[config.mk]
export PLATFORM = sky130hd
export DESIGN_NAME = map_port
export DESIGN_NICKNAME = d
export VERILOG_FILES = /design/src/map_pkg.sv /design/src/map_sync_if.sv /design/src/map_sync.sv /design/src/map_port.sv
export SDC_FILE = /design/constraint.sdc
export NUM_CORES = 1
export LEC_CHECK = 0
export BUFFER_PORTS_ARGS = -buffer_cell sky130_fd_sc_hd__clkbuf_2
export CAP_MARGIN = 20
export CORE_MARGIN = 2
export CORE_UTILIZATION = 45
export CTS_BUF_LIST = sky130_fd_sc_hd__clkbuf_4 sky130_fd_sc_hd__clkbuf_8
export CTS_CLUSTER_SIZE = 12
export DETAILED_ROUTE_END_ITERATION = 12
export PLACE_DENSITY_LB_ADDON = 0.25
export SLEW_MARGIN = 20
export SYNTH_ARGS = -nofsm -noshare
export SYNTH_HDL_FRONTEND = slang
export SYNTH_HIERARCHICAL = 1
export SYNTH_SLANG_ARGS = --single-unit
[constraint.sdc]
create_clock -name aclk -period 3.12 [get_ports aclk]
set_input_delay 0.624 -clock aclk [delete_from_list [all_inputs] [get_ports aclk]]
set_output_delay 0.624 -clock aclk [all_outputs]
set_load 0.01 [all_outputs]
[src/map_pkg.sv]
// Constants for the mode-muxed upper address port
// Function
// - ROM-disabled expanded mode: direction bits fixed at 1, writes ignored, read as 1.
// - ROM-disabled expanded mode: all eight pins drive upper address bits 15..8.
// - ROM-enabled expanded mode: direction 1 drives address bit, 0 makes input.
// - Single-chip mode: direction 1 drives output latch bit, 0 makes input.
// - In ROM-enabled and single-chip modes direction reads back all ones.
// - Direction clears to 00 on reset and hardware standby; FF in ROM-disabled mode.
// - Software standby keeps direction contents and output pins keep driving.
// - Port read of an output bit returns the output latch bit.
// - Port read of an input bit returns the pin level.
// - Output latch clears on reset and hardware standby, kept through software standby.
// - Pull-up on when select bit is 1 and direction bit is 0, per bit.
// - Pull-ups off in ROM-disabled mode, and during reset and hardware standby.
// - Pull-up select clears on reset and hardware standby, kept in software standby.
// - Hardware standby puts the address output pins in high impedance.
package map_pkg;
  localparam int          PORT_W       = 8;
  localparam int          ADDR_W       = 18;
  localparam logic [15:0] IDX_PULLUP   = 16'hFFAD;
  localparam logic [15:0] IDX_DIR      = 16'hFFB1;
  localparam logic [15:0] IDX_LATCH    = 16'hFFB3;
  localparam logic [7:0]  RST_PULLUP   = 8'h00;
  localparam logic [7:0]  RST_DIR      = 8'h00;
  localparam logic [7:0]  RST_LATCH    = 8'h00;
  localparam logic [7:0]  DIR_FIXED    = 8'hFF;
  localparam logic [7:0]  DIR_READ     = 8'hFF;
  localparam logic [1:0]  RESP_OKAY    = 2'h0;
  localparam logic [1:0]  RESP_SLVERR  = 2'h2;

  typedef enum logic [1:0] {
    MAP_MODE_RSV   = 2'b00,
    MAP_MODE_NOROM = 2'b01,
    MAP_MODE_ROM   = 2'b10,
    MAP_MODE_CHIP  = 2'b11
  } map_mode_t;

  // Byte address of a register index
  function automatic logic [ADDR_W-1:0] map_byte_addr(input logic [15:0] idx);
    map_byte_addr = {idx, 2'b00};
  endfunction
endpackage

[src/map_sync_if.sv]
// Pin levels before and after synchronisation
interface map_sync_if;
  logic [map_pkg::PORT_W-1:0] raw;
  logic [map_pkg::PORT_W-1:0] synced;
  modport src (output raw, input synced);
  modport dst (input raw, output synced);
endinterface

[src/map_sync.sv]
// Two-flop synchroniser for the port pin levels
module map_sync (
  input wire logic aclk,
  input wire logic aresetn,
  map_sync_if.dst  sif
);
  import map_pkg::*;

  logic [PORT_W-1:0] meta_r;
  logic [PORT_W-1:0] sync_r;

  always_ff @(posedge aclk) begin
    if (!aresetn) begin
      meta_r <= '0;
      sync_r <= '0;
    end else begin
      meta_r <= sif.raw;
      sync_r <= meta_r;
    end
  end

  assign sif.synced = sync_r;
endmodule

[src/map_port.sv]
// Mode-muxed upper address port with AXI4-Lite register access
module map_port (
  input  wire logic                      aclk,
  input  wire logic                      aresetn,
  input  wire logic [map_pkg::ADDR_W-1:0] s_axi_awaddr,
  input  wire logic                      s_axi_awvalid,
  output logic                           s_axi_awready,
  input  wire logic [31:0]               s_axi_wdata,
  input  wire logic [3:0]                s_axi_wstrb,
  input  wire logic                      s_axi_wvalid,
  output logic                           s_axi_wready,
  output logic [1:0]                     s_axi_bresp,
  output logic                           s_axi_bvalid,
  input  wire logic                      s_axi_bready,
  input  wire logic [map_pkg::ADDR_W-1:0] s_axi_araddr,
  input  wire logic                      s_axi_arvalid,
  output logic                           s_axi_arready,
  output logic [31:0]                    s_axi_rdata,
  output logic [1:0]                     s_axi_rresp,
  output logic                           s_axi_rvalid,
  input  wire logic                      s_axi_rready,
  input  wire map_pkg::map_mode_t        op_mode,
  input  wire logic                      hw_standby,
  input  wire logic                      sw_standby,
  input  wire logic [map_pkg::PORT_W-1:0] upper_address_bits,
  input  wire logic [map_pkg::PORT_W-1:0] pin_in,
  output logic [map_pkg::PORT_W-1:0]     pin_out,
  output logic [map_pkg::PORT_W-1:0]     pin_oe,
  output logic [map_pkg::PORT_W-1:0]     pullup_en
);
  import map_pkg::*;

  logic [PORT_W-1:0] pullup_select_r;
  logic [PORT_W-1:0] pin_direction_r;
  logic [PORT_W-1:0] output_latch_r;
  logic [PORT_W-1:0] dir_eff;
  logic [PORT_W-1:0] port_read;
  logic              mode_norom;
  logic              mode_chip;

  logic              aw_got_r;
  logic              w_got_r;
  logic [ADDR_W-1:0] awaddr_r;
  logic [31:0]       wdata_r;
  logic [3:0]        wstrb_r;
  logic              wr_fire;
  logic              wr_lane0;

  logic [PORT_W-1:0] pout_r;
  logic [PORT_W-1:0] poe_r;
  logic [PORT_W-1:0] pup_r;

  map_sync_if sif ();

  assign sif.raw = pin_in;

  map_sync u_sync (
    .aclk    (aclk),
    .aresetn (aresetn),
    .sif     (sif)
  );

  assign mode_norom = (op_mode == MAP_MODE_NOROM);
  assign mode_chip  = (op_mode == MAP_MODE_CHIP) || (op_mode == MAP_MODE_RSV);

  // Direction seen by the pins: fixed outputs when ROM is off
  assign dir_eff = mode_norom ? DIR_FIXED : pin_direction_r;

  // Output bits read the latch, input bits read the synchronised pin
  assign port_read = (dir_eff & output_latch_r) | (~dir_eff & sif.synced);

  // Write channel: address and data taken in either order
  always_ff @(posedge aclk) begin
    if (!aresetn) begin
      s_axi_awready <= 1'b0;
      aw_got_r      <= 1'b0;
      awaddr_r      <= '0;
    end else if (s_axi_awvalid && s_axi_awready) begin
      s_axi_awready <= 1'b0;
      aw_got_r      <= 1'b1;
      awaddr_r      <= s_axi_awaddr;
    end else if (wr_fire) begin
      aw_got_r      <= 1'b0;
    end else if (!aw_got_r && !s_axi_bvalid) begin
      s_axi_awready <= 1'b1;
    end
  end

  always_ff @(posedge aclk) begin
    if (!aresetn) begin
      s_axi_wready <= 1'b0;
      w_got_r      <= 1'b0;
      wdata_r      <= '0;
      wstrb_r      <= '0;
    end else if (s_axi_wvalid && s_axi_wready) begin
      s_axi_wready <= 1'b0;
      w_got_r      <= 1'b1;
      wdata_r      <= s_axi_wdata;
      wstrb_r      <= s_axi_wstrb;
    end else if (wr_fire) begin
      w_got_r      <= 1'b0;
    end else if (!w_got_r && !s_axi_bvalid) begin
      s_axi_wready <= 1'b1;
    end
  end

  assign wr_fire  = aw_got_r && w_got_r && !s_axi_bvalid;
  assign wr_lane0 = wr_fire && wstrb_r[0] && !hw_standby;

  always_ff @(posedge aclk) begin
    if (!aresetn) begin
      s_axi_bvalid <= 1'b0;
      s_axi_bresp  <= RESP_OKAY;
    end else if (wr_fire) begin
      s_axi_bvalid <= 1'b1;
      if (awaddr_r == map_byte_addr(IDX_PULLUP)) begin
        s_axi_bresp <= RESP_OKAY;
      end else if (awaddr_r == map_byte_addr(IDX_DIR)) begin
        s_axi_bresp <= RESP_OKAY;
      end else if (awaddr_r == map_byte_addr(IDX_LATCH)) begin
        s_axi_bresp <= RESP_OKAY;
      end else begin
        s_axi_bresp <= RESP_SLVERR;
      end
    end else if (s_axi_bvalid && s_axi_bready) begin
      s_axi_bvalid <= 1'b0;
    end
  end

  // Registers: hardware standby holds them at their reset values
  always_ff @(posedge aclk) begin
    if (!aresetn || hw_standby) begin
      pin_direction_r <= RST_DIR;
    end else if (wr_lane0 && !mode_norom && awaddr_r == map_byte_addr(IDX_DIR)) begin
      pin_direction_r <= wdata_r[PORT_W-1:0];
    end
  end

  always_ff @(posedge aclk) begin
    if (!aresetn || hw_standby) begin
      output_latch_r <= RST_LATCH;
    end else if (wr_lane0 && awaddr_r == map_byte_addr(IDX_LATCH)) begin
      output_latch_r <= wdata_r[PORT_W-1:0];
    end
  end

  always_ff @(posedge aclk) begin
    if (!aresetn || hw_standby) begin
      pullup_select_r <= RST_PULLUP;
    end else if (wr_lane0 && awaddr_r == map_byte_addr(IDX_PULLUP)) begin
      pullup_select_r <= wdata_r[PORT_W-1:0];
    end
  end

  // Read channel
  always_ff @(posedge aclk) begin
    if (!aresetn) begin
      s_axi_arready <= 1'b0;
      s_axi_rvalid  <= 1'b0;
      s_axi_rdata   <= '0;
      s_axi_rresp   <= RESP_OKAY;
    end else if (s_axi_arvalid && s_axi_arready) begin
      s_axi_arready <= 1'b0;
      s_axi_rvalid  <= 1'b1;
      s_axi_rresp   <= RESP_OKAY;
      if (s_axi_araddr == map_byte_addr(IDX_PULLUP)) begin
        s_axi_rdata <= {24'h000000, pullup_select_r};
      end else if (s_axi_araddr == map_byte_addr(IDX_DIR)) begin
        s_axi_rdata <= {24'h000000, DIR_READ};
      end else if (s_axi_araddr == map_byte_addr(IDX_LATCH)) begin
        s_axi_rdata <= {24'h000000, port_read};
      end else begin
        s_axi_rdata <= '0;
        s_axi_rresp <= RESP_SLVERR;
      end
    end else if (s_axi_rvalid && s_axi_rready) begin
      s_axi_rvalid  <= 1'b0;
    end else if (!s_axi_rvalid) begin
      s_axi_arready <= 1'b1;
    end
  end

  // Pin drive: software standby changes nothing here, so outputs keep driving
  always_ff @(posedge aclk) begin
    if (!aresetn) begin
      pout_r <= '0;
      poe_r  <= '0;
    end else begin
      pout_r <= mode_chip ? output_latch_r : upper_address_bits;
      poe_r  <= hw_standby ? '0 : dir_eff;
    end
  end

  always_ff @(posedge aclk) begin
    if (!aresetn) begin
      pup_r <= '0;
    end else if (hw_standby || mode_norom) begin
      pup_r <= '0;
    end else begin
      pup_r <= pullup_select_r & ~pin_direction_r;
    end
  end

  assign pin_out   = pout_r;
  assign pin_oe    = poe_r;
  assign pullup_en = pup_r;

  logic unused_ok;
  assign unused_ok = sw_standby ^ (^wdata_r[31:PORT_W]) ^ (^wstrb_r[3:1]);
endmodule

# == Yosys cells after proc, flatten, opt, wreduce, memory -nomap -nowiden ==
# Index checks and enable logic that the tools add are counted.
# word_totals
reg_bits,134
latchBits,0
mem_bits_rw,0
mem_bits_ro,0
output_inout_bits,65
n_memories,0
# op_classes
add_sub_neg,0
multipliers,0
div_mod_pow,0
order_cmp,0
eq_ne,8
shift,0
n_mux,18
bitwise_logic,10
reduce_logical,37
# op_table
op,count
$eq A18 B18 Y1 const B,6
$mux W8,5
$and A8 B8 Y8,3
$not A8 Y8,2
$logic_and A1 B1 Y1,15
$mux W2,6
$reduce_or A2 Y1,5
$or A8 B8 Y8,1
$reduce_bool A2 Y1,4
$mux W1,7
$logic_not A1 Y1,6
$reduce_and A2 Y1,3
$not A1 Y1,4
$logic_or A1 B1 Y1,3
$eq A2 B1 Y1 const B,1
$eq A2 B2 Y1 const B,1
$logic_not A2 Y1,1

# == Depth between registers and ports, before layout ==
# logic_depth
word_depth,8
depth_mapped,8

# == Modules after synthesis ==
# Netlist, hierarchy kept.
# by_module_without_submodules
mod,instances,cells_each,area_each_um2
map_port,1,443,4063.9
map_sync,1,33,446.7

# == Worst setup path after synthesis ==
# Ideal clock, no wire load.
# synth_path
path_kind,input-to-reg
startpoint,input port op_mode[1]
endpoint,register s_axi_rdata[0]
setup_time_ns,0.088
arrival_time_ns,1.689
required_time_ns,3.032
slack_ns,1.343
stages,7
path_buffers,1
path_cell_list,inv_1 -> ha_1 -> clkbuf_1 -> nor2_1 -> mux2i_1 -> o32a_1 -> o31ai_1
# synth_via
elab_chain_cells,8
# synth_lines
item,line_no,text
"start, declared",map_port.sv:22,"input wire map_pkg::map_mode_t op_mode,"
$eq A2 B1 Y1 *,map_port.sv:63,assign mode_norom = (op_mode == MAP_MODE_NOROM);
$mux W8 *,map_port.sv:67,assign dir_eff = mode_norom ? DIR_FIXED : pin_direction_r;
$not A8 Y8,map_port.sv:70,assign port_read = (dir_eff & output_latch_r) | (~dir_eff & sif.synced);
$and A8 B8 Y8,map_port.sv:70,
$or A8 B8 Y8 *,map_port.sv:70,
$mux W8 *,map_port.sv:170,end else if (s_axi_araddr == map_byte_addr(IDX_LATCH)) begin
$mux W8 *,map_port.sv:168,end else if (s_axi_araddr == map_byte_addr(IDX_DIR)) begin
$mux W8 *,map_port.sv:166,if (s_axi_araddr == map_byte_addr(IDX_PULLUP)) begin
"end signal, assigned",map_port.sv:167,"s_axi_rdata <= {24'h000000, pullup_select_r};"
"end signal, assigned",map_port.sv:169,"s_axi_rdata <= {24'h000000, DIR_READ};"
"end signal, assigned",map_port.sv:171,"s_axi_rdata <= {24'h000000, port_read};"
"end, declared",map_port.sv:18,"output logic [31:0] s_axi_rdata,"
# Mark *: on every way between the ends. The rest lies on a longest branch, timed or not.
# A chain may end at the register's enable or synchronous reset.

# == Worst setup path in the final report ==
# layout_path
startpoint,register s_axi_bvalid
endpoint,register pullup_select_r[1]
# layout_via
elab_chain_cells,5
# layout_lines
item,line_no,text
"start, declared",map_port.sv:13,"output logic s_axi_bvalid,"
"start signal, assigned",map_port.sv:112,s_axi_bvalid <= 1'b0;
"start signal, assigned",map_port.sv:115,s_axi_bvalid <= 1'b1;
"start signal, assigned",map_port.sv:126,s_axi_bvalid <= 1'b0;
$logic_not A1 Y1,map_port.sv:107,assign wr_fire = aw_got_r && w_got_r && !s_axi_bvalid;
$logic_and A1 B1 Y1,map_port.sv:107,
$logic_and A1 B1 Y1 (2 in series),map_port.sv:108,assign wr_lane0 = wr_fire && wstrb_r[0] && !hw_standby;
$logic_and A1 B1 Y1,map_port.sv:150,end else if (wr_lane0 && awaddr_r == map_byte_addr(IDX_PULLUP)) begin
"end signal, assigned",map_port.sv:151,pullup_select_r <= wdata_r[PORT_W-1:0];
"end, declared",map_port.sv:33,logic [PORT_W-1:0] pullup_select_r;
# No other way between the ends.

==> flow_metrics.py <==
metrics = {
    "run_status": {
        "outcome": "finished clean",
    },
    "cells_and_area": {
        "drive_above_1_share_pct": 26.9,
        "fillCellCount": 973,
        "fin_cells": 710,
        "multi_input_area_sq_um": 2050,
        "syn2layout_area_growth_pct": 14.9,
        "design_area_sq_um": 5180,
        "antenna_cells": 0,
        "nets": 672,
        "layout_common_cells": "109 x clkbuf_2, 108 x dfxtp_1, 66 x nand2_1",
        "mostFrequentLayoutCell": "clkbuf_2",
        "regArea_sq_um": 2160,
    },
    "detailed_routing": {
        "drtAntennaViolNets": 0,
        "drc": 0,
        "wire_per_inst_um": 13.4,
        "drt_iter0_markers": 185,
        "drt_pass1_iterations": 4,
        "viasPerCell": 4.97,
        "via_count": 3532,
        "wl_mm": 9.49,
    },
    "worst_setup_path": {
        "cp_max_fo": 24,
        "worstSetupPathType": "flip-flop to flip-flop",
        "arrival_ns": 1.98,
        "cp_top_family": "simple AND/OR/NAND/NOR gates",
        "required_ns": 3.37,
        "crit_slowest_cell": "or4_4",
        "worstSetupStartpointType": "flip-flop",
        "max_stage_delay_ns": 0.70,
        "cp.buffers_inverters": 0,
        "cp_cell_sequence": "nand3b_4 -> or4_4 -> o21ai_0 -> a21oi_1",
        "crit_path_end_kind": "flip-flop",
    },
    "yosys": {
        "ys_types": 51,
        "synth_seq_area_share_pct": 47.9,
        "syn-cell-area_sq_um": 4510,
        "avgSynthCellArea_sq_um": 9.48,
        "yosys_warnings": 6,
        "synth_seq_cells": 108,
        "synthCells": 476,
    },
    "timing": {
        "rsz0062_at_grt": "false",
        "fmax_mhz": 577,
        "worstMarginPinSlew_ns": 0.763,
        "period_minus_slack_ns": 1.73,
        "setup_viol": 0,
        "holdWs_ns": 0.443,
        "finalMaxSlewViolations": 0,
        "finalSetupTns_ns": 0,
        "fin_ws_ns": 1.39,
        "finClkSkew_ns": 0.00868,
        "hold_viol": 0,
        "fin_crit_sh_pct": 55.6,
        "relSlewSlack_pct": 49.0,
    },
    "global_route": {
        "grt_pass1_vias": 3326,
        "grt_max_degree": 48,
        "antenna_found_initial": 0,
        "grt_pass1_wl_mm": 15.6,
        "track_usage_pct": 17.8,
        "grt-ovfl-total": 0,
    },
    "flow_run": {
        "cap_violations": 0,
    },
    "power": {
        "peakVddDrop_mv": 0.366,
        "p_leak_nw": 2.18,
        "p_per_area_nw_per_um2": 501,
    },
    "place": {
        "placed_area_sq_um": 4960,
        "dp_cells": 694,
        "hpwlAfterDp_mm": 7.04,
        "place_ws_ns": 1.05,
        "port_buffers": 109,
        "gp_congestion": 0.793,
    },
    "cts": {
        "clock_sinks": 108,
        "cts.path.max_buffers": 2,
        "ctsResizeCount": 0,
        "cts_buffers": 9,
        "holdBufCountCts": 0,
        "cts_tree": "built",
        "cts_max_level": 3,
        "clkTransAtPathRegs_ns": 0.10,
        "post_cts_buffers": 0,
        "insertion_delay_ns": 0.37,
        "cts_root_buffer": "clkbuf_8",
    },
    "hold_path": {
        "hold_class": "input pin to flip-flop",
    },
    "floorplan": {
        "dieArea_sq_um": 10800,
        "initial_core_util_pct": 46.4,
        "die_height_um": 104,
        "die_x_um": 104,
        "core_area_sq_um": 9730,
        "io_pins": 164,
        "num_rows": 36,
    },
}
[cell families (layout without fill, tap and decap cells)]
| family | count (synthesis) | in the layout | synth area share, % |
|---|---|---|---|
| AOI/OAI and AO/OA | 106 | 106 | 15.1 |
| adders and majority gates | 1 | 1 | 0.277 |
| buffers and inverters | 57 | 133 | 8.77 |
| DFF | 108 | 108 | 47.9 |
| muxes | 16 | 16 | 3.55 |
| other | 1 | 26 | 0.0831 |
| and+or+nand+nor | 187 | 187 | 24.3 |
[per-stage QoR]
| stage | util, % | total power [mW] |
|---|---|---|
| floorplan | - | 1.64 |
| global placement | 51.0 | 1.69 |
| detailed placement | 51.0 | 1.70 |
| CTS | 53.3 | 2.63 |
| global route | 53.3 | 2.71 |
| finish | 53.3 | 2.60 |
[report_power, final]
| group | leakage (nW) | internal, mW | switching [mW] |
|---|---|---|---|
| Clock | 0.112 | 0.458 | 0.479 |
| Sequential | 0.879 | 1.42 | 0.0286 |
| Combinational | 1.19 | 0.0954 | 0.116 |
| Total | 2.18 | 1.98 | 0.624 |
[final cells by class]
| class | count | area share, % |
|---|---|---|
| Tap cell | 133 | 3.21 |
| Inverter | 5 | 0.362 |
| Timing Repair Buffer | 112 | 11.0 |
| Clock buffer | 9 | 2.39 |
| Multi-Input combinational cell | 336 | 39.5 |
| Sequential cell | 108 | 41.7 |
| Clock inverter | 7 | 1.88 |
[synthesized netlist by cell type (all sizes together)]
cell type      n  share of area, %
a21boi        32               5.3
a21oi         24               2.7
a31oi          1              0.14
and2          20               3.1
and3b          1              0.19
and4           1              0.19
and4b          1              0.22
and4bb         5               1.4
buf           36               6.5
clkbuf        15               1.7
conb           1             0.083
dfxtp        108                48
dlygate4sd1    1              0.19
ha             1              0.28
inv            5              0.42
mux2i         16               3.6
nand2         66               5.5
nand2b         3              0.58
nand3         20               2.2
nand3b         2              0.61
nand4         12               2.1
nand4b         1              0.53
nor2          18               1.5
nor2b         10               1.4
nor3          12               1.3
nor3b          9               1.6
nor4           1              0.47
nor4b          1              0.53
nor4bb         1              0.22
o21a           3              0.50
o21ai         29               3.2
o22ai          1              0.14
o31ai          8               1.3
o32a           8               1.8
or2            1              0.14
or2b           1              0.17
or4            1              0.25
[final timing paths]
| path | slack [ns] | to | depth (start not counted) | startpoint |
|---|---|---|---|---|
| max | 1.39 | pullup_select_r[1] | 4 | s_axi_bvalid |
| min | 0.44 | s_axi_rvalid | 2 | s_axi_rready |
| max reg2reg | 1.39 | pullup_select_r[1] | 4 | s_axi_bvalid |
| min reg2reg | 0.45 | pullup_en[1] | 1 | pin_direction_r[1] |
[per-layer routing]
metal | part of all wire, % | vias up | track usage (%)
met3 | 5.6 | 13 | 3.88
met1 | 43 | 1636 | 22.0
met2 | 49 | 93 | 30.0
met5 | 0 | - | 0
li1 | - | 1790 | -
met4 | 2.0 | 0 | 7.24
[state kept, by name, summed over array words and instances, names as in the netlist, 8 cells and up]
name and flops:
pullup_en 8, u_sync/sif.synced 8, pullup_select_r 8, pin_direction_r 8, s_axi_rdata 8, wdata_r 8
output_latch_r 8, awaddr_r 18, pin_out 8, u_sync/meta_r 8, pin_oe 8
Power figures use the tool's default switching activity.
